<file path="config.mk">
export PLATFORM = sky130hd
export DESIGN_NAME = cpu_state_sequencer
export DESIGN_NICKNAME = d
export VERILOG_FILES = /design/src/logic/state_shift_reg.v /design/src/logic/cpu_state_sequencer.v
export VERILOG_INCLUDE_DIRS = /design/src /design/src/logic
export SDC_FILE = /design/constraint.sdc
export NUM_CORES = 1
export LEC_CHECK = 0
export BUFFER_PORTS_ARGS = -buffer_cell sky130_fd_sc_hd__clkbuf_2
export CORE_MARGIN = 2
export CORE_UTILIZATION = 25
export CTS_CLUSTER_DIAMETER = 150
export CTS_CLUSTER_SIZE = 12
export DETAILED_ROUTE_END_ITERATION = 12
export HOLD_SLACK_MARGIN = 0.03
export PLACE_DENSITY_LB_ADDON = 0.1
export SLEW_MARGIN = 10
export SYNTH_ARGS = -nofsm -noshare
export SYNTH_HDL_FRONTEND = slang
export SYNTH_HIERARCHICAL = 1
export SYNTH_SLANG_ARGS = --single-unit
</file>
<file path="constraint.sdc">
create_clock -name clk_sys -period 3.04 [get_ports clk_sys]
set_input_delay 0.304 -clock clk_sys [delete_from_list [all_inputs] [get_ports clk_sys]]
set_output_delay 0.304 -clock clk_sys [all_outputs]
set_load 0.02 [all_outputs]
</file>
<file path="src/logic/cpu_state_sequencer_defs.vh">
/*
  Constants for the processor state sequencer: state codes, cycle types,
  bus control bit positions and reset values.
  Assumes inclusion by bare name from the sequencer design files.
*/
`ifndef CPU_STATE_SEQUENCER_DEFS_VH
`define CPU_STATE_SEQUENCER_DEFS_VH

// ------------------------------------------------------------------
// State codes (five-bit ring, one bit per state)
// ------------------------------------------------------------------
`define ST_T1        5'h01
`define ST_T2        5'h02
`define ST_T3        5'h04
`define ST_T4        5'h08
`define ST_T5        5'h10

// ------------------------------------------------------------------
// Cycle type codes driven on data bits seven and six during T2
// ------------------------------------------------------------------
`define CYC_FETCH    2'h0
`define CYC_READ     2'h2
`define CYC_IO       2'h1
`define CYC_WRITE    2'h3
`define CYC_POS_LO   6
`define CYC_POS_HI   7

// ------------------------------------------------------------------
// Flag positions on the bus during an output cycle T4
// ------------------------------------------------------------------
`define FLAG_POS_S   0
`define FLAG_POS_Z   1
`define FLAG_POS_P   2
`define FLAG_POS_C   3

// ------------------------------------------------------------------
// Reset values and widths
// ------------------------------------------------------------------
`define PC_RESET     14'h0000
`define RST_PC_LO    3
`define RST_PC_HI    5
`define PHASE_PER_ST 2

`endif

</file>
<file path="src/logic/state_shift_reg.v">
/*
  Five-bit feedback shift register that holds the current processor state.
  Assumes the caller supplies a one-cycle advance enable and the feedback
  selection derived from the instruction being executed.
*/
`timescale 1ns/1ps
`include "cpu_state_sequencer_defs.vh"

module state_shift_reg (
    clk_sys,
    rst,
    advance,
    hold_t3,
    skip_exec,
    skip_t3,
    state
);
    input  wire       clk_sys;
    input  wire       rst;
    input  wire       advance;
    input  wire       hold_t3;
    input  wire       skip_exec;
    input  wire       skip_t3;
    output reg  [4:0] state;

    // ------------------------------------------------------------------
    // Shift with selectable feedback
    // ------------------------------------------------------------------
    // Feedback taps: T3 recirculates, T3/T4 may return to T1, else shift
    always @(posedge clk_sys or posedge rst) begin
        if (rst) begin
            state <= `ST_T1;
        end else if (advance) begin
            if (state[2] && hold_t3)
                state <= `ST_T3;
            else if (state[2] && skip_exec)
                state <= `ST_T1;
            else if (state[3] && skip_t3)
                state <= `ST_T1;
            else
                state <= {state[3:0], state[4]};
        end
    end
endmodule // state_shift_reg

</file>
<file path="src/logic/cpu_state_sequencer.v">
/*
  State sequencer of an 8-bit processor: walks T1..T5 per memory cycle,
  drives the multiplexed bus, handles wait, halt, skip and restart.
  Assumes phase inputs phi1/phi2 are synchronous, non-overlapping enables
  sampled on clk_sys, and that memory asserts ready to end T3 waits.
*/
// Function
// - Five states plus acknowledge and stopped
// - T1 drives low address, increments counter
// - Acknowledge T1 suppresses increment, signals ack
// - T2 drives high address and cycle bits
// - High part increments only on T1 carry
// - Wait in T3 until ready
// - T3 fetches, reads or writes byte
// - Halt stops until interrupt
// - T4/T5 execute, bus shows internal data
// - Unneeded T4/T5 skipped to T1
// - Phase one precharges, phase two transfers
// - Sync toggles on every phase two
// - State counter is feedback shift register
// - Wait and stop cycle in T3
// - State totals per instruction class
// - ALU register: T4 source, T5 operate
// - Increment idles T4, adds in T5
// - Decrement idles T4, subtracts in T5
// - Rotates idle T4, rotate in T5
// - Restart loads temps, then counter halves
// - Restart vector from instruction bits 3-5
// - Failed condition skips T4 and T5
// - First cycle of instruction is fetch
`timescale 1ns/1ps
`include "cpu_state_sequencer_defs.vh"

module cpu_state_sequencer (
    clk_sys,
    rst,
    phi1,
    phi2,
    ready,
    intr_req,
    data_in,
    reg_src,
    reg_l,
    reg_h,
    reg_acc,
    flag_s,
    flag_z,
    flag_p,
    flag_c,
    cond_true,
    stack_top,
    data_out,
    data_oe_n,
    sync,
    state_out,
    stopped,
    waiting,
    int_ack,
    refresh,
    precharge,
    transfer,
    instruction_holding_reg,
    temp_a,
    temp_b,
    pc,
    push_stack,
    pop_stack,
    alu_op_go,
    inc_op_go,
    dec_op_go,
    rot_op_go,
    load_dest
);
    input  wire        clk_sys;
    input  wire        rst;
    input  wire        phi1;
    input  wire        phi2;
    input  wire        ready;
    input  wire        intr_req;
    input  wire [7:0]  data_in;
    input  wire [7:0]  reg_src;
    input  wire [7:0]  reg_l;
    input  wire [7:0]  reg_h;
    input  wire [7:0]  reg_acc;
    input  wire        flag_s;
    input  wire        flag_z;
    input  wire        flag_p;
    input  wire        flag_c;
    input  wire        cond_true;
    input  wire [13:0] stack_top;
    output reg  [7:0]  data_out;
    output wire        data_oe_n;
    output reg         sync;
    output wire [4:0]  state_out;
    output reg         stopped;
    output wire        waiting;
    output reg         int_ack;
    output wire        refresh;
    output wire        precharge;
    output wire        transfer;
    output reg  [7:0]  instruction_holding_reg;
    output reg  [7:0]  temp_a;
    output reg  [7:0]  temp_b;
    output reg  [13:0] pc;
    output reg         push_stack;
    output reg         pop_stack;
    output reg         alu_op_go;
    output reg         inc_op_go;
    output reg         dec_op_go;
    output reg         rot_op_go;
    output reg         load_dest;

    // ------------------------------------------------------------------
    // Internal state
    // ------------------------------------------------------------------
    wire [4:0] state;
    reg  [1:0] cyc_reg;        // Type of the current memory cycle
    reg  [1:0] cyc_idx_reg;    // Memory cycle number within instruction
    reg        carry_reg;      // Carry from T1 low-byte increment
    reg        ack_cycle_reg;  // Current T1 is an interrupt acknowledge
    reg        drive_reg;
    reg        hold_t3;
    reg        skip_exec;
    reg        skip_t3;
    reg  [1:0] cyc_next;
    reg  [1:0] ncyc;           // Cycles the instruction needs
    reg  [1:0] cyc2_type;

    wire [7:0] ir = instruction_holding_reg;
    wire       adv = phi2 & sync;        // End of second period
    wire       is_t1 = state[0];
    wire       is_t2 = state[1];
    wire       is_t3 = state[2];
    wire       is_t4 = state[3];
    wire       is_t5 = state[4];

    // ------------------------------------------------------------------
    // Instruction class decode
    // ------------------------------------------------------------------
    wire d_halt  = (ir[7:1] == 7'h00) || (ir == 8'hff);
    wire d_mov   = (ir[7:6] == 2'h3) && (ir[2:0] != 3'h7)
                   && (ir[5:3] != 3'h7);
    wire d_ldm   = (ir[7:6] == 2'h3) && (ir[2:0] == 3'h7) && !d_halt;
    wire d_stm   = (ir[7:6] == 2'h3) && (ir[5:3] == 3'h7)
                   && (ir[2:0] != 3'h7);
    wire d_ldi   = (ir[7:6] == 2'h0) && (ir[2:0] == 3'h6)
                   && (ir[5:3] != 3'h7);
    wire d_sti   = (ir[7:6] == 2'h0) && (ir[5:0] == 6'h3e);
    wire d_inc   = (ir[7:6] == 2'h0) && (ir[2:0] == 3'h0) && !d_halt;
    wire d_dec   = (ir[7:6] == 2'h0) && (ir[2:0] == 3'h1) && !d_halt;
    wire d_alur  = (ir[7:6] == 2'h2) && (ir[2:0] != 3'h7);
    wire d_alum  = (ir[7:6] == 2'h2) && (ir[2:0] == 3'h7);
    wire d_alui  = (ir[7:6] == 2'h0) && (ir[2:0] == 3'h4);
    wire d_rot   = (ir[7:5] == 3'h0) && (ir[2:0] == 3'h2);
    wire d_jump  = (ir[7:6] == 2'h1) && (ir[2:0] == 3'h4 || ir[2:0] == 3'h0);
    wire d_call  = (ir[7:6] == 2'h1) && (ir[2:0] == 3'h6 || ir[2:0] == 3'h2);
    wire d_ret   = (ir[7:6] == 2'h0) && (ir[2:0] == 3'h7 || ir[2:0] == 3'h3);
    wire d_cond  = (ir[1:0] == 2'h0 || ir[1:0] == 2'h2 || ir[1:0] == 2'h3)
                   && (d_jump || d_call || d_ret);
    wire d_rst   = (ir[7:6] == 2'h0) && (ir[2:0] == 3'h5);
    wire d_inp   = (ir[7:6] == 2'h1) && (ir[5:4] == 2'h0) && ir[0];
    wire d_out   = (ir[7:6] == 2'h1) && (ir[5:4] != 2'h0) && ir[0];
    wire cfail   = d_cond && !cond_true;
    // A fetched halt freezes the counter in T3 at the latching edge itself;
    // letting it pass to T1 would bump the counter once more
    wire halt_hold = (cyc_idx_reg == 2'h0) && !stopped
                     && ((data_in[7:1] == 7'h00) || (data_in == 8'hff));

    // ------------------------------------------------------------------
    // Cycle count and type of the following memory cycle per class
    // ------------------------------------------------------------------
    // Totals: one-cycle 5/3, two-cycle 8/6, three-cycle 11/9
    always @* begin
        ncyc = 2'h1;
        cyc2_type = `CYC_READ;
        if (d_ldm || d_ldi || d_alum || d_alui || d_stm || d_sti)
            ncyc = 2'h2;
        if (d_stm)
            cyc2_type = `CYC_WRITE;
        if (d_inp || d_out) begin
            ncyc = 2'h2;
            cyc2_type = `CYC_IO;
        end
        if (d_sti || d_jump || d_call)
            ncyc = 2'h3;
    end

    // Sequencing of T3 and T4 exits for the instruction in hand
    always @* begin
        hold_t3   = (!ready && !stopped) || (stopped && !intr_req);
        skip_exec = 1'b0;
        skip_t3   = 1'b0;
        if (cyc_idx_reg == 2'h0) begin
            // First cycle: decode from bus on T3, so look at data_in
            skip_exec = (data_in[7:1] == 7'h00) || (data_in == 8'hff)
                        || ir_needs_more(data_in);
        end else if (cyc_idx_reg != ncyc - 2'h1) begin
            skip_exec = 1'b1;
        end else if (cfail) begin
            skip_exec = 1'b1;
        end else begin
            skip_exec = d_stm || d_sti || d_out;
            skip_t3   = d_out;
        end
        if (cyc_idx_reg == 2'h0 && d_ret_fail(data_in, cond_true))
            skip_exec = 1'b1;
    end

    // Early decode: instructions whose first cycle hands straight to next
    function ir_needs_more;
        input [7:0] op;
        begin
            ir_needs_more = (op[7:6] == 2'h3 && op[2:0] == 3'h7)
                || (op[7:6] == 2'h0 && (op[2:0] == 3'h6 || op[2:0] == 3'h4))
                || (op[7:6] == 2'h2 && op[2:0] == 3'h7)
                || (op[7:6] == 2'h1 && (op[2:0] == 3'h4 || op[2:0] == 3'h0
                    || op[2:0] == 3'h6 || op[2:0] == 3'h2 || op[0]));
        end
    endfunction

    // Conditional return whose test fails ends after T3
    function d_ret_fail;
        input [7:0] op;
        input       cv;
        begin
            d_ret_fail = (op[7:6] == 2'h0) && (op[2:0] == 3'h3)
                         && !cv;
        end
    endfunction

    // ------------------------------------------------------------------
    // State register
    // ------------------------------------------------------------------
    state_shift_reg u_state (
        .clk_sys   (clk_sys),
        .rst       (rst),
        .advance   (adv),
        .hold_t3   (hold_t3 | halt_hold),
        .skip_exec (skip_exec),
        .skip_t3   (skip_t3),
        .state     (state)
    );

    assign state_out = state;
    assign waiting   = is_t3 & !ready & !stopped;
    assign refresh   = is_t3;
    assign precharge = phi1;
    assign transfer  = phi2;
    assign data_oe_n = !drive_reg;

    // ------------------------------------------------------------------
    // Sync divider: marks which of the two periods is current
    // ------------------------------------------------------------------
    always @(posedge clk_sys or posedge rst) begin
        if (rst)
            sync <= 1'b0;
        else if (phi2)
            sync <= !sync;
    end

    // Next memory cycle number when leaving the current one
    always @* begin
        cyc_next = cyc_idx_reg + 2'h1;
        if (cyc_idx_reg != 2'h0 && cyc_idx_reg == ncyc - 2'h1)
            cyc_next = 2'h0;
        if (cyc_idx_reg == 2'h0 && !ir_needs_more(data_in))
            cyc_next = 2'h0;
        if (cfail || (cyc_idx_reg == 2'h0 && d_ret_fail(data_in, cond_true)))
            cyc_next = 2'h0;
    end

    // ------------------------------------------------------------------
    // Datapath actions, bus drive and program counter
    // ------------------------------------------------------------------
    // Counter changes at completed state boundaries; bus is set at the first phase one of each state
    always @(posedge clk_sys or posedge rst) begin
        if (rst) begin
            data_out      <= 8'h00;
            drive_reg     <= 1'b0;
            pc            <= `PC_RESET;
            carry_reg     <= 1'b0;
            cyc_reg       <= `CYC_FETCH;
            cyc_idx_reg   <= 2'h0;
            ack_cycle_reg <= 1'b0;
            int_ack       <= 1'b0;
            stopped       <= 1'b0;
            instruction_holding_reg <= 8'h00;
            temp_a        <= 8'h00;
            temp_b        <= 8'h00;
            push_stack    <= 1'b0;
            pop_stack     <= 1'b0;
            alu_op_go     <= 1'b0;
            inc_op_go     <= 1'b0;
            dec_op_go     <= 1'b0;
            rot_op_go     <= 1'b0;
            load_dest     <= 1'b0;
        end else begin
            push_stack <= 1'b0;
            pop_stack  <= 1'b0;
            alu_op_go  <= 1'b0;
            inc_op_go  <= 1'b0;
            dec_op_go  <= 1'b0;
            rot_op_go  <= 1'b0;
            load_dest  <= 1'b0;
            if (phi1 && !sync) begin
                // Present the bus for the state just entered
                drive_reg <= 1'b1;
                int_ack   <= is_t1 & ack_cycle_reg;
                if (is_t1) begin
                    data_out <= (cyc_idx_reg == 2'h0) ? pc[7:0]
                              : (d_jump || d_call) ? pc[7:0]
                              : reg_l;
                end else if (is_t2) begin
                    data_out <= {cyc_reg,
                        ((cyc_idx_reg == 2'h0 || d_jump || d_call)
                          ? pc[13:8] : reg_h[5:0])};
                end else if (is_t3) begin
                    drive_reg <= (cyc_reg == `CYC_WRITE);
                    data_out  <= temp_b;
                end else if (is_t4) begin
                    data_out <= (cyc_reg == `CYC_IO) ?
                        {4'h0, flag_c, flag_p, flag_z, flag_s}
                        : reg_src;
                end else begin
                    data_out <= temp_b;
                end
            end
            if (adv) begin
                if (is_t1 && !ack_cycle_reg &&
                    (cyc_idx_reg == 2'h0 || d_jump || d_call)) begin
                    {carry_reg, pc[7:0]} <= {1'b0, pc[7:0]} + 9'h001;
                end
                if (is_t2 && carry_reg) begin
                    pc[13:8]  <= pc[13:8] + 6'h01;
                    carry_reg <= 1'b0;
                end
                if (is_t3 && stopped && intr_req) begin
                    stopped       <= 1'b0;
                    ack_cycle_reg <= 1'b1;
                end else if (is_t3 && !hold_t3) begin
                    cyc_idx_reg <= cyc_next;
                    if (cyc_next == 2'h0) begin
                        cyc_reg <= `CYC_FETCH;
                    end else begin
                        cyc_reg <= cyc2_type;
                    end
                    if (cyc_idx_reg == 2'h0) begin
                        instruction_holding_reg <= data_in;
                        temp_b <= data_in;
                        ack_cycle_reg <= 1'b0;
                        if ((data_in[7:1] == 7'h00) || (data_in == 8'hff))
                            stopped <= 1'b1;
                        if (data_in[7:6] == 2'h0 &&
                            data_in[2:0] == 3'h5) begin
                            push_stack <= 1'b1;
                            temp_a     <= 8'h00;
                            temp_b     <= {2'h0, data_in[5:3],
                                           3'h0};
                        end
                        if (ir_needs_more(data_in) &&
                            data_in[7:6] != 2'h1)
                            cyc_reg <= (data_in[7:6] == 2'h3 &&
                                data_in[5:3] == 3'h7) ? `CYC_WRITE
                                : `CYC_READ;
                        if (data_in[7:6] == 2'h1 && data_in[0])
                            cyc_reg <= `CYC_IO;
                        if (data_in[7:6] == 2'h1 && !data_in[0])
                            cyc_reg <= `CYC_READ;
                    end else if (cyc_idx_reg == 2'h1 &&
                                 cyc_next != 2'h0) begin
                        temp_b <= data_in;                     // Low address
                    end else begin
                        temp_a <= data_in;
                        if (!d_stm && !d_out)
                            temp_b <= (cyc_idx_reg == 2'h2) ? temp_b
                                      : data_in;
                    end
                    if (cyc_idx_reg == 2'h0 &&
                        d_ret_fail(data_in, cond_true))
                        cyc_reg <= `CYC_FETCH;
                end
                if (is_t4) begin
                    if (d_alur || d_mov || d_stm)
                        temp_b <= reg_src;
                    if (d_rst)
                        pc[13:8] <= temp_a[5:0];
                    if (d_ret && !cfail)
                        pc <= stack_top;
                    if (d_ret && !cfail)
                        pop_stack <= 1'b1;
                    if (d_call && !cfail)
                        push_stack <= 1'b1;
                    if ((d_jump || d_call) && !cfail)
                        pc[13:8] <= temp_a[5:0];
                    if (d_inp)
                        temp_b <= data_in;
                end
                if (is_t5) begin
                    alu_op_go <= d_alur || d_alum || d_alui;
                    inc_op_go <= d_inc;
                    dec_op_go <= d_dec;
                    rot_op_go <= d_rot;
                    load_dest <= d_mov || d_ldm || d_ldi || d_inp;
                    if (d_rst || ((d_jump || d_call) && !cfail))
                        pc[7:0] <= temp_b;
                end
                if (is_t5 && !d_inc && !d_rot && intr_req)
                    ack_cycle_reg <= 1'b1;
            end
        end
    end
endmodule // cpu_state_sequencer

</file>
# ---- Word-level counts from Yosys, hierarchy flattened
# Cells that the tools add are included.
dict set report word_totals {
  output_inout_bits 66
  in_bits 65
  word_cells 300
  regBits 68
}
dict set report classes {
  eq_ne 37
  bitwise_logic 6
  n_reduce_logical 145
  add_sub_neg 4
  n_mux 87
}
# cell count
set op_table {}
lappend op_table {{two-way mux 8 bit} 23}
lappend op_table {{logical AND 1 bit} 63}
lappend op_table {{two-way mux 1 bit} 42}
lappend op_table {{logical OR 1 bit} 40}
lappend op_table {{== test 3 bit, second input constant} 10}
lappend op_table {{two-way mux 14 bit} 2}
lappend op_table {{two-way mux 2 bit} 13}
lappend op_table {{two-way mux 6 bit} 4}
lappend op_table {{== test 2 bit, second input constant} 8}
lappend op_table {{== test 8 bit, second input constant} 2}
lappend op_table {{zero test 1 bit} 16}
lappend op_table {{two-way mux 5 bit} 3}
lappend op_table {{zero test 7 bit} 2}
lappend op_table {{nonzero test 2 bit} 7}
lappend op_table {{== test 3 x 2 -> 1 bit, second input constant} 4}
lappend op_table {{zero test 2 bit} 6}
lappend op_table {{adder 8 x 1 -> 9 bit, second input constant} 1}
lappend op_table {{zero test 3 bit} 3}
lappend op_table {{== test 2 x 1 -> 1 bit, second input constant} 4}
lappend op_table {{AND reduction 4 bit} 2}
lappend op_table {{adder 6 x 1 -> 6 bit, second input constant} 1}
lappend op_table {{== test 6 bit, second input constant} 1}
lappend op_table {{inequality test 3 bit, second input constant} 2}
lappend op_table {{AND reduction 3 bit} 2}
lappend op_table {{13 further kinds} 18}

# ---- Logic depth before layout (Yosys ltp)
# Gate-level depths: netlist of run 1.
dict set report logic_depth {
  ltp_word 27
  ltp_mapped 11
  mapped_depth_nobuf 10
}

# ---- Cells and area by module
# The synthesis of run 1 kept the hierarchy.
# mod cells_each area_per_inst_um2 instances seq_area_each_um2
set modules_own_cells {}
lappend modules_own_cells {cpu_state_sequencer 522 4418.0 1 1576.5}
lappend modules_own_cells {state_shift_reg 24 245.2 1 126.4}

# ---- Least setup slack after synthesis of run 1
# Ideal clock, no wire load.
dict set report synth_path {
  path_type {flip-flop to flip-flop}
  startpoint {reg instruction_holding_reg[5]}
  endpoint {reg temp_b[4]}
  period_less_slack_ps 2419
  t_arrival_ps 2294
  t_required_ps 2914
  n_path_buf 1
  stages_incl_launch_ff 9
  setup_slack_ps 621
  cell_sequence {dfrtp_1 buf_6 and4_4 or3_4 a22oi_4 a211oi_4 o31ai_4 o22ai_4 a221o_1}
}
dict set report synth_via {
  elab_chain_cells 27
}
# element line
set synth_rtl {}
lappend synth_rtl {{start, declared} cpu_state_sequencer.v:101} ;# output reg [7:0] instruction_holding_reg;
lappend synth_rtl {{start signal, assigned} cpu_state_sequencer.v:348} ;# instruction_holding_reg <= data_in;
lappend synth_rtl {{== test 8 bit / zero test 7 bit (equally long branches)} cpu_state_sequencer.v:140} ;# wire d_halt = (ir[7:1] == 7'h00) || (ir == 8'hff);
lappend synth_rtl {{logical OR 1 bit} cpu_state_sequencer.v:140}
lappend synth_rtl {{zero test 1 bit} cpu_state_sequencer.v:143} ;# wire d_ldm = (ir[7:6] == 2'h3) && (ir[2:0] == 3'h7) && !d_halt;
lappend synth_rtl {{logical AND 1 bit} cpu_state_sequencer.v:143}
lappend synth_rtl {{logical OR 1 bit (5 in a row)} cpu_state_sequencer.v:176} ;# if (d_ldm || d_ldi || d_alum || d_alui || d_stm || d_sti)
lappend synth_rtl {{two-way mux 2 bit} cpu_state_sequencer.v:176}
lappend synth_rtl {{two-way mux 2 bit} cpu_state_sequencer.v:180} ;# if (d_inp || d_out) begin
lappend synth_rtl {{two-way mux 2 bit} cpu_state_sequencer.v:184} ;# if (d_sti || d_jump || d_call)
lappend synth_rtl {{(+7 left out)} n/a}
lappend synth_rtl {{logical AND 1 bit} cpu_state_sequencer.v:369} ;# end else if (cyc_idx_reg == 2'h1 &&
lappend synth_rtl {{two-way mux 8 bit} cpu_state_sequencer.v:369}
lappend synth_rtl {{two-way mux 8 bit} cpu_state_sequencer.v:347} ;# if (cyc_idx_reg == 2'h0) begin
lappend synth_rtl {{two-way mux 8 bit} cpu_state_sequencer.v:340} ;# end else if (is_t3 && !hold_t3) begin
lappend synth_rtl {{two-way mux 8 bit} cpu_state_sequencer.v:337} ;# if (is_t3 && stopped && intr_req) begin
lappend synth_rtl {{two-way mux 8 bit} cpu_state_sequencer.v:383} ;# if (d_alur || d_mov || d_stm)
lappend synth_rtl {{two-way mux 8 bit} cpu_state_sequencer.v:395} ;# if (d_inp)
lappend synth_rtl {{two-way mux 8 bit *} cpu_state_sequencer.v:382} ;# if (is_t4) begin
lappend synth_rtl {{end signal, assigned} cpu_state_sequencer.v:349} ;# temp_b <= data_in;
lappend synth_rtl {{end signal, assigned} cpu_state_sequencer.v:384} ;# temp_b <= reg_src;
lappend synth_rtl {{end signal, assigned} cpu_state_sequencer.v:396} ;# temp_b <= data_in;
lappend synth_rtl {{end, declared} cpu_state_sequencer.v:103} ;# output reg [7:0] temp_b;
# Every way passes the cells marked *; elsewhere a longest branch is shown, timed or not.
# A chain may end at the register's enable or synchronous reset.

# ---- Final worst setup path of run 1
dict set report layout_path {
  startpoint {reg instruction_holding_reg[6]}
  endpoint {reg temp_b[4]}
}
# Same word-level chain as after synthesis.

==> results of run 1 <==
-- critical path: stages (launching register included) --
cell and delay (ns):
dfrtp_1 0.62, nor3b_1 0.37, a31oi_1 0.12, mux2_4 0.36
a211oi_2 0.48, o31ai_4 0.20, o211a_1 0.18, a221o_1 0.26
-- cells in the mapped netlist, types with 4 or more instances --
master	number
a211oi_1	5
a21oi_1	35
a221o_1	4
a22o_1	11
a31oi_1	8
buf_2	4
buf_4	4
buf_6	7
clkbuf_1	26
dfrtp_1	67
ha_1	5
inv_1	16
mux2_2	9
mux2i_1	16
nand2_1	63
nand2b_1	6
nand3_1	32
nand4_1	11
nor2_1	43
nor2b_1	6
nor3_1	12
nor3b_1	6
o211a_1	5
o211ai_1	5
o21a_1	6
o21ai_0	49
o22a_1	4
o22ai_1	7
xor2_1	5
-- cell type report --
class | instances | area, um^2
clock buffers | 14 | 254
clock inverters | 2 | 60.1
fillers | 1956 | 12400
inverters | 17 | 66.3
multi-input cells | 418 | 2650
flip-flops and latches | 68 | 1700
well taps | 229 | 287
repair buffers | 141 | 761
-- routing by layer --
metal	vias up	global-route usage	wire length, um
met2	140	0.314	8750
met1	2239	0.244	8160
met5	-	0	0
li1	2208	-	-
met4	0	0.0458	236
met3	16	0.0343	881
-- stage by stage --
step / instance area, um^2 / utilization / hold WS (ns)
global route: 5780 / 0.319 / 0.188
detailed placement: 5460 / 0.301 / 0.223
finish: 5780 / 0.319 / 0.167
global placement: 5460 / 0.301 / 0.221
floorplan: 4660 / - / 0.0818
CTS: 5780 / 0.319 / 0.158
-- power breakdown --
part           internal (mW)  switching (mW)  leakage, nW
combinational           1.21            1.94         1.56
sequential              1.25           0.562        0.850
clock                  0.743           0.409        0.151
total                   3.20            2.91         2.56
-- cell families after synthesis --
kind of cell             Yosys count
adder cells (fa/ha/maj)            5
AND/OR/NAND/NOR                  203
multiplexers                      26
XOR/XNOR                           9
AO/OA/AOI/OAI                    175
buffers and inverters             60
flip-flops                        68
-- path summary, 6_finish.rpt --
check                                    to  slack (ns)
setup / recovery                  temp_b[4]        0.31
hold / removal                         sync        0.17
setup reg to reg                  temp_b[4]        0.31
hold reg to reg                 data_out[6]        0.48
max in group asynchronous             pc[4]        1.71
min in group asynchronous  u_state/state[1]        0.41
-- repair_timing --
action                                  CTS  global route
hold buffers                              1             0
hold endpoints to repair                 24             0
endpoints found under the setup margin    0             0
==> summary.md, run 1 <==
| Metric | Value |
|---|---|
| YS warnings | `6` |
| Critical-path maximum fanout | `15` |
| XOR/XNOR Fraction of Synth Area | `0.0185` |
| Max cap viols | `0` |
| Synth Instances | `546` |
| CP endpoint kind | `flip-flop` |
| Total chip power | `6.11 mW` |
| Routed WL | `18000 um` |
| IR Drop Worst-Case VDD | `544 uV` |
| Hold/Removal Path Class | `in -> reg` |
| Die area | `19800 um^2` |
| Adder-Cell Fraction of Synth Area | `0.0134` |
| Status | `completed` |
| Placed insts | `872` |
| Final worst slack | `0.314 ns` |
| Async set or reset register ratio after synthesis | `1.00` |
| R2R cell count | `7` |
| Relative slew margins | `0.495` |
| Die X | `141 um` |
| Worst Hold Path Cells | `2` |
| Largest cells by area after synthesis | `dfrtp_1, o21ai_0, nand2_1, a21oi_1, nor2_1` |
| Share of layout cells above drive strength 1 | `0.283` |
| Most used DFF post-synth | `dfrtp_1` |
| Syn_area_per_cell | `8.54 um^2` |
| Nets | `725` |
| FMAX | `367 MHz` |
| Area grow syn2layout | `24.0%` |
| Clk sinks | `68` |
| Die Y | `141 um` |
| Clock root buffer | `clkbuf_16` |
| RSZ-0062 raised after global routing | `false` |
| Largest family of logic cells by synthesized area | `compound AO/OA/AOI/OAI gates` |
| Register area share after synthesis | `0.365` |
| Top reg by flops | `pc` |
| Commonest non-fill, non-tap cell in the layout | `clkbuf_2` |
| Total CTS buffers | `9` |
| Total setup buffers inserted after CTS | `0` |
| Share of the synthesized area in the top cell type | `0.360` |
| Synth unique cells | `80` |
| Tmin final | `2.73 ns` |
| Total track usage | `0.185` |
| ANT nets after route | `0` |
| Final setup fails | `0` |
| Max reg flops | `14` |
| Htree depth | `3` |
| Worst clock skew | `0.00857 ns` |
| Cell Pwr Density | `1060 nW/um^2` |
| Setup TNS | `0 ns` |
| Post-synth EDFFs | `0` |
| DP HPWL | `13800 um` |
| Min-delay src | `phi2` |
| DRT iter0 DRCs | `351` |
| Kind of critical path | `reg -> reg` |
| Most frequent cells in the layout | `clkbuf_2, dfrtp_1, nand2_1, o21ai_0, nor2_1` |
| CORE AREA | `18100 um^2` |
| Compound-cell area share of the yosys netlist | `0.263` |
| Max-slew violations | `0` |
| Period utilization | `0.897` |
| PostCTS Resize Cnt | `0` |
| Inserted Diodes | `0` |
| Crit. Startpoint | `instruction_holding_reg[6]` |
| Least-Margin Pin Slew | `0.758 ns` |
| Vias/cell | `5.18` |
| Initial Util | `0.257` |
| Initial antenna violation count | `0` |
| Total gr overflow | `0` |
| Pre-CTS WS | `0.335 ns` |
| WP data arrival | `2.95 ns` |
| Via Count | `4603` |
| Worst path required time | `3.26 ns` |
| Post-Layout Cell Count | `889` |
| Crit start category | `flip-flop` |
| Clock Path Buffers | `2` |
| Final Hold Viols | `0` |
| First-pass DRT Iterations | `5` |
| Mux share of post-synthesis cell area | `0.0593` |
| First-pass GRT wire length | `27800 um` |
| Static leakage | `2.56 nW` |
| Rows | `49` |
| WL per Instance | `20.3 um` |
| Post-synth net total | `616` |
| Vias in the first global route | `4546` |
| IO Pins | `131` |
| Largest net degree at the start of global routing | `29` |
| DRC viols | `0` |
| Mapped Area | `4660 um^2` |
| Leading area contributor after synthesis | `dfrtp_1` |
| Placer congestion estimate | `0.872` |
| Launch point of the worst reg-to-reg path | `instruction_holding_reg[6]` |
| Port buffer count | `120` |
| #FFs+latches synth | `68` |
| CTS tree | `done` |
| Synth Area in Simple Gates | `0.214` |
| Worst-path clk slew | `0.06 ns` |
| Worst-Skew Late Latency | `0.34 ns` |
No activity file was read; power rests on OpenSTA's default activity.
==> inputs of run 2 (changes only) <==
--- a/config.mk
+++ b/config.mk
@@ -6,9 +6,10 @@
 export SDC_FILE = /design/constraint.sdc
 export NUM_CORES = 1
 export LEC_CHECK = 0
+export ABC_AREA = 1
 export BUFFER_PORTS_ARGS = -buffer_cell sky130_fd_sc_hd__clkbuf_2
 export CORE_MARGIN = 2
-export CORE_UTILIZATION = 25
+export CORE_UTILIZATION = 40
 export CTS_CLUSTER_DIAMETER = 150
 export CTS_CLUSTER_SIZE = 12
 export DETAILED_ROUTE_END_ITERATION = 12
==> run 2 against run 1 <==
Effect of this change: largest power group unchanged; highest routed layer unchanged; design area is essentially flat; via count is 15% higher; maximum frequency up 7.0%; wire length shrank 7.9%; worst hold slack improved by 0.088 ns; synthesized cell count up 29%; largest cell class unchanged; critical path depth is 7 higher; sequential share of layout area barely moved; register-to-register slack improved by 0.18 ns; synthesized area up 1.3%; total power shrank 4.4%; count of clock-buffer cells in the layout down 2.
==> summary.md, run 2 <==
| Metric | Value |
|---|---|
| Clock Path Buffers | `2` |
| DRT iter0 DRCs | `438` |
| Hold/Removal Path Class | `in -> reg` |
| Final Hold Viols | `0` |
| Compound-cell area share of the yosys netlist | `0.210` |
| Worst-Skew Late Latency | `0.34 ns` |
| Total CTS buffers | `9` |
| Die area | `12700 um^2` |
| Post-synth EDFFs | `0` |
| Via Count | `5292` |
| Largest family of logic cells by synthesized area | `simple AND/OR/NAND/NOR gates` |
| Die X | `113 um` |
| Critical-path maximum fanout | `16` |
| Clock power share | `0.168` |
| Top reg by flops | `pc` |
| DRC viols | `0` |
| Synth Instances | `705` |
| Mux share of post-synthesis cell area | `0` |
| Total track usage | `0.262` |
| Tmin final | `2.55 ns` |
| Kind of critical path | `reg -> reg` |
| Total setup buffers inserted after CTS | `0` |
| Worst-path clk slew | `0.06 ns` |
| Vias in the first global route | `4869` |
| First-pass GRT wire length | `25900 um` |
| Inserted Diodes | `0` |
| XOR/XNOR Fraction of Synth Area | `0.0130` |
| Leading area contributor after synthesis | `dfrtp_1` |
| Async set or reset register ratio after synthesis | `1.00` |
| Share of the synthesized area in the top cell type | `0.355` |
| Status | `completed` |
| Post-synth top cells | `nand2_1, inv_1, nor2_1` |
| RSZ-0062 raised after global routing | `false` |
| Max cap viols | `0` |
| Max reg flops | `14` |
| Largest net degree at the start of global routing | `35` |
| FMAX | `393 MHz` |
| Worst path required time | `3.27 ns` |
| Gate power share | `0.543` |
| Synth unique cells | `43` |
| Initial Util | `0.412` |
| Mapped Area | `4720 um^2` |
| Hold slack final | `0.255 ns` |
| IO Pins | `131` |
| Final setup fails | `0` |
| Rows | `39` |
| Setup TNS | `0 ns` |
| CTS tree | `done` |
| Register area share after synthesis | `0.361` |
| Die Y | `113 um` |
| Crit start category | `flip-flop` |
| WP data arrival | `2.78 ns` |
| ANT nets after route | `0` |
| Period utilization | `0.838` |
| Relative slew margins | `0.470` |
| Htree depth | `3` |
| DP HPWL | `13000 um` |
| Cell Pwr Density | `1010 nW/um^2` |
| Routed WL | `16600 um` |
| Total gr overflow | `0` |
| Part of the power in registers | `0.289` |
| Area grow syn2layout | `22.5%` |
| Max-slew violations | `0` |
| Syn_area_per_cell | `6.70 um^2` |
| WL per Instance | `17.0 um` |
| Initial antenna violation count | `0` |
| Port buffer count | `120` |
| Most frequent cells in the layout | `nand2_1, clkbuf_2, inv_1, nor2_1, o21ai_0` |
| Pint | `2.84 mW` |
| Nets | `898` |
| Net Sw Frac | `0.514` |
| Synth Area in Simple Gates | `0.299` |
| #FFs+latches synth | `68` |
| Static leakage | `3.02 nW` |
| Most used DFF post-synth | `dfrtp_1` |
| CP endpoint kind | `flip-flop` |
| Vias/cell | `5.42` |
| Share of layout cells above drive strength 1 | `0.212` |
| YS warnings | `6` |
| First-pass DRT Iterations | `5` |
| Least-Margin Pin Slew | `0.795 ns` |
| Clock root buffer | `clkbuf_16` |
| Cell with the most instances after synthesis | `nand2_1` |
| Clk sinks | `68` |
| Placer congestion estimate | `0.909` |
| CORE AREA | `11500 um^2` |
| Net Switching | `3.00 mW` |
| Worst clock skew | `0.00774 ns` |
| Adder-Cell Fraction of Synth Area | `0.0132` |
| Post-synth net total | `775` |
| Commonest non-fill, non-tap cell in the layout | `nand2_1` |
| Largest cells by area after synthesis | `dfrtp_1, nand2_1, o21ai_0, inv_1, nor2_1` |
| IR Drop Worst-Case VDD | `460 uV` |
==> run 2: area by class of cell <==
| type | instances | area, um^2 |
|---|---|---|
| flip-flops and latches | 68 | 1700 |
| clock buffers | 12 | 246 |
| clock inverters | 4 | 25.0 |
| well taps | 143 | 179 |
| inverters | 102 | 383 |
| repair buffers | 136 | 723 |
| fillers | 1189 | 5680 |
| multi-input cells | 511 | 2520 |
==> run 2: per-stage QoR <==
step           instance area (um^2)  total power, mW  worst slack (ns)  std cells   util
2_1_floorplan                  4720             3.77             0.932        705      -
3_3_place_gp                   5500             4.79             0.576        959  0.480
3_5_place_dp                   5500             4.84             0.516        959  0.480
4_1_cts                        5780             5.84             0.501        976  0.504
5_1_grt                        5780             6.30             0.223        976  0.504
6_report                       5780             5.85             0.493        976  0.504
==> run 2: worst paths after layout <==
path / startpoint / to / slack [ns] / cells after the start
worst max-delay path: instruction_holding_reg[5] / temp_a[0] / 0.49 / 14
worst min-delay path: phi2 / sync / 0.25 / 3
worst max register to register: instruction_holding_reg[5] / temp_a[0] / 0.49 / 14
worst min register to register: carry_reg / carry_reg / 0.51 / 2
max in group asynchronous: rst / instruction_holding_reg[2] / 1.69 / 4
min in group asynchronous: rst / u_state/state[2] / 0.42 / 3
==> run 2: critical path: stages, from the launching register on <==
cell,delay (ns)
dfrtp_1,0.44
nand2_1,0.10
nor2_1,0.24
nand3_1,0.21
nand2_1,0.14
nor2_1,0.04
nand2_1,0.10
nand2_1,0.07
nand2_2,0.07
nand3_2,0.13
o211ai_2,0.14
nand2_2,0.10
a21oi_4,0.34
o21ai_0,0.16
o21a_1,0.13
==> run 2: layer usage <==
| metal | wire length [um] | vias to the layer above | GRT usage |
|---|---|---|---|
| li1 | - | 2569 | - |
| met1 | 7700 | 2463 | 0.374 |
| met2 | 7350 | 230 | 0.400 |
| met3 | 1190 | 30 | 0.0448 |
| met4 | 384 | 0 | 0.0927 |
| met5 | 0 | - | 0 |
==> run 2: cell families after synthesis <==
| group | after synthesis |
|---|---|
| AOI/OAI and AO/OA | 170 |
| xor gates and xnor gates | 7 |
| adders and majority gates | 5 |
| buffers and inverters | 126 |
| DFF | 68 |
| and+or+nand+nor | 329 |
==> run 2: power groups by stage <==
stage,logic [mW],clock network [mW],registers (mW)
6_report,3.18,0.981,1.69
5_1_grt,3.52,1.03,1.75
4_1_cts,3.16,0.992,1.69
3_5_place_dp,3.14,0,1.70
3_3_place_gp,3.11,0,1.68
2_1_floorplan,1.79,0,1.98
==> run 2: repair_timing <==
action                                 4_1_cts  5_1_grt
hold buffers                                 1        0
gates resized for setup                      0        0
endpoints found under the hold margin        4        0
==> inputs of run 3 (changes only) <==
--- a/config.mk
+++ b/config.mk
@@ -6,7 +6,7 @@
 export SDC_FILE = /design/constraint.sdc
 export NUM_CORES = 1
 export LEC_CHECK = 0
-export ABC_AREA = 1
+export ABC_AREA = 0
 export BUFFER_PORTS_ARGS = -buffer_cell sky130_fd_sc_hd__clkbuf_2
 export CORE_MARGIN = 2
 export CORE_UTILIZATION = 40
==> constraint.sdc (replaced) <==
create_clock -name clk_sys -period 2.2 [get_ports clk_sys]
set_input_delay 0.22 -clock clk_sys [delete_from_list [all_inputs] [get_ports clk_sys]]
set_output_delay 0.22 -clock clk_sys [all_outputs]
set_load 0.02 [all_outputs]
==> run 3 against run 2 <==
Effect of this change: the flow now finishes with violations (setup timing); clock skew decreased by 0.0024 ns; final cell count is 11% lower; non-clock buffer count up 67; count of clock-buffer cells in the layout is 2 lower; critical path depth fell by 7; core utilization is 4.8 points higher.
==> summary.md, run 3 (synthesis gave the netlist of run 1 again) <==
| Metric | Value |
|---|---|
| Status | `finished with violations` |
| Failing checks | `setup timing` |
| Pre-CTS WS | `-0.196 ns` |
| Kind of critical path | `reg -> reg` |
| Total gr overflow | `0` |
| R2R setup slack | `-0.16 ns` |
| Tmin final | `2.36 ns` |
| Htree depth | `3` |
| Worst-path clk slew | `0.06 ns` |
| DRC viols | `0` |
| Initial Util | `0.408` |
| Share of layout cells above drive strength 1 | `0.393` |
| RSZ-0062 raised after global routing | `true` |
| Nets | `787` |
| IO Pins | `131` |
| Worst path required time | `2.42 ns` |
| ANT nets after route | `0` |
| Final setup fails | `21` |
| Die X | `112 um` |
| FMAX | `424 MHz` |
| Vias in the first global route | `4659` |
| IR Drop Worst-Case VDD | `622 uV` |
| Commonest non-fill, non-tap cell in the layout | `clkbuf_2` |
| Rows | `39` |
| Port buffer count | `120` |
| Hold/Removal Path Class | `in -> reg` |
| Cell Pwr Density | `1450 nW/um^2` |
| Max-slew violations | `0` |
| Inserted Diodes | `0` |
| Via Count | `4952` |
| Max reg flops | `14` |
| Worst clock skew | `0.00532 ns` |
| Worst-Skew Late Latency | `0.34 ns` |
| Area grow syn2layout | `35.3%` |
| Largest net degree at the start of global routing | `29` |
| Hold slack final | `0.0911 ns` |
| Max cap viols | `0` |
| Clock root buffer | `clkbuf_16` |
| Least-Margin Pin Slew | `0.633 ns` |
| Critical-path top delay cell | `dfrtp_2` |
| Final Hold Viols | `0` |
| Initial antenna violation count | `0` |
| Placed insts | `842` |
| Post-Layout Cell Count | `865` |
| Max stage delay on crit path | `0.43 ns` |
| Clock Path Buffers | `2` |
| Top reg by flops | `pc` |
| Routed WL | `16500 um` |
| CP Buf/Inv Count | `0` |
| Total track usage | `0.258` |
| WL per Instance | `19.1 um` |
| Total chip power | `9.15 mW` |
| Static leakage | `2.90 nW` |
| Vias/cell | `5.72` |
| Crit start category | `flip-flop` |
| Relative slew margins | `0.578` |
| Total CTS buffers | `9` |
| Die Y | `112 um` |
| Placer congestion estimate | `0.920` |
| Clk sinks | `68` |
| DP HPWL | `12600 um` |
| Placed cell areas | `5810 um^2` |
| Most frequent cells in the layout | `clkbuf_2, buf_4, nand2_1, dfrtp_1` |
| CP Cell Sequence | `nand2b_4 -> or3_4 -> a22oi_4 -> a211oi_4 -> o31ai_4 -> o22ai_4 -> a221o_1` |
| Die area | `12500 um^2` |
| CTS tree | `done` |
| First-pass GRT wire length | `25400 um` |
| Final worst slack | `-0.160 ns` |
| Critical-path maximum fanout | `7` |
| First-pass DRT Iterations | `5` |
| Filler cells | `1126` |
| CORE AREA | `11400 um^2` |
| Cell family with most CP delay | `compound AO/OA/AOI/OAI gates` |
| CP endpoint kind | `flip-flop` |
| Final Instance Area | `6310 um^2` |
| Period utilization | `1.07` |
| DRT iter0 DRCs | `342` |
| WP data arrival | `2.58 ns` |
==> run 3: changes by cell type in the layout (fill, tap and decap cells not counted), moves of 13 or more <==
cell and change:
mux2i_1 +16, nand2_1 -104, nor2_1 -45, o21ai_0 -41, nand3_1 -13, buf_4 +59, inv_1 -80
==> run 3: cell type report <==
| class | count | area, um^2 | share of cell area |
|---|---|---|---|
| timing repair buffer | 203 | 1260 | 0.201 |
| tap | 143 | 179 | 0.0284 |
| clock inverter | 6 | 41.3 | 0.00655 |
| multi-input combinational | 418 | 2820 | 0.446 |
| inverter | 17 | 66.3 | 0.0105 |
| clock buffer | 10 | 229 | 0.0363 |
| sequential | 68 | 1710 | 0.271 |
==> run 3: metrics by stage <==
step                setup TNS [ns]  utilization
floorplan                    -1.74            -
global placement             -1.83        0.509
detailed placement           -2.90        0.509
CTS                          -1.28        0.541
global route                 -3.90        0.552
finish                       -2.02        0.552
==> run 3: path summary, 6_finish.rpt <==
kind                       cells after the start                  startpoint                          to
min                                            2                        phi2                        sync
min reg2reg                                    2                 data_out[7]                 data_out[7]
max in group asynchronous                      4                         rst  instruction_holding_reg[7]
min in group asynchronous                      3                         rst            u_state/state[4]
max reg2reg                                    7  instruction_holding_reg[0]                   temp_b[5]
max                                            7  instruction_holding_reg[0]                   temp_b[5]
==> run 3: timing repair <==
action                                 CTS  global route
setup buffers                            1             5
hold buffers                             1             0
gates resized for setup                 21            23
endpoints found under the hold margin   30             0
pin swaps                               11            10
setup endpoints to repair               25            39
==> run 3: worst register-to-register path, cell delays in order, from the launching register on <==
cell	delay, ns
dfrtp_2	0.43
nand2b_4	0.15
or3_4	0.39
a22oi_4	0.25
a211oi_4	0.13
o31ai_4	0.40
o22ai_4	0.16
a221o_1	0.34
==> run 3: report_power, final <==
part	internal (mW)	total (mW)	switching (mW)
logic	2.35	5.43	3.08
clock network	0.761	1.36	0.600
registers	1.74	2.36	0.616
total	4.85	9.15	4.30
==> run 3: metal layers <==
metal,up-vias,track usage,share of wire
li1,2353,-,-
met1,2376,0.354,0.44
met2,197,0.413,0.47
met3,26,0.0506,0.066
met4,0,0.0813,0.021
met5,-,0,0
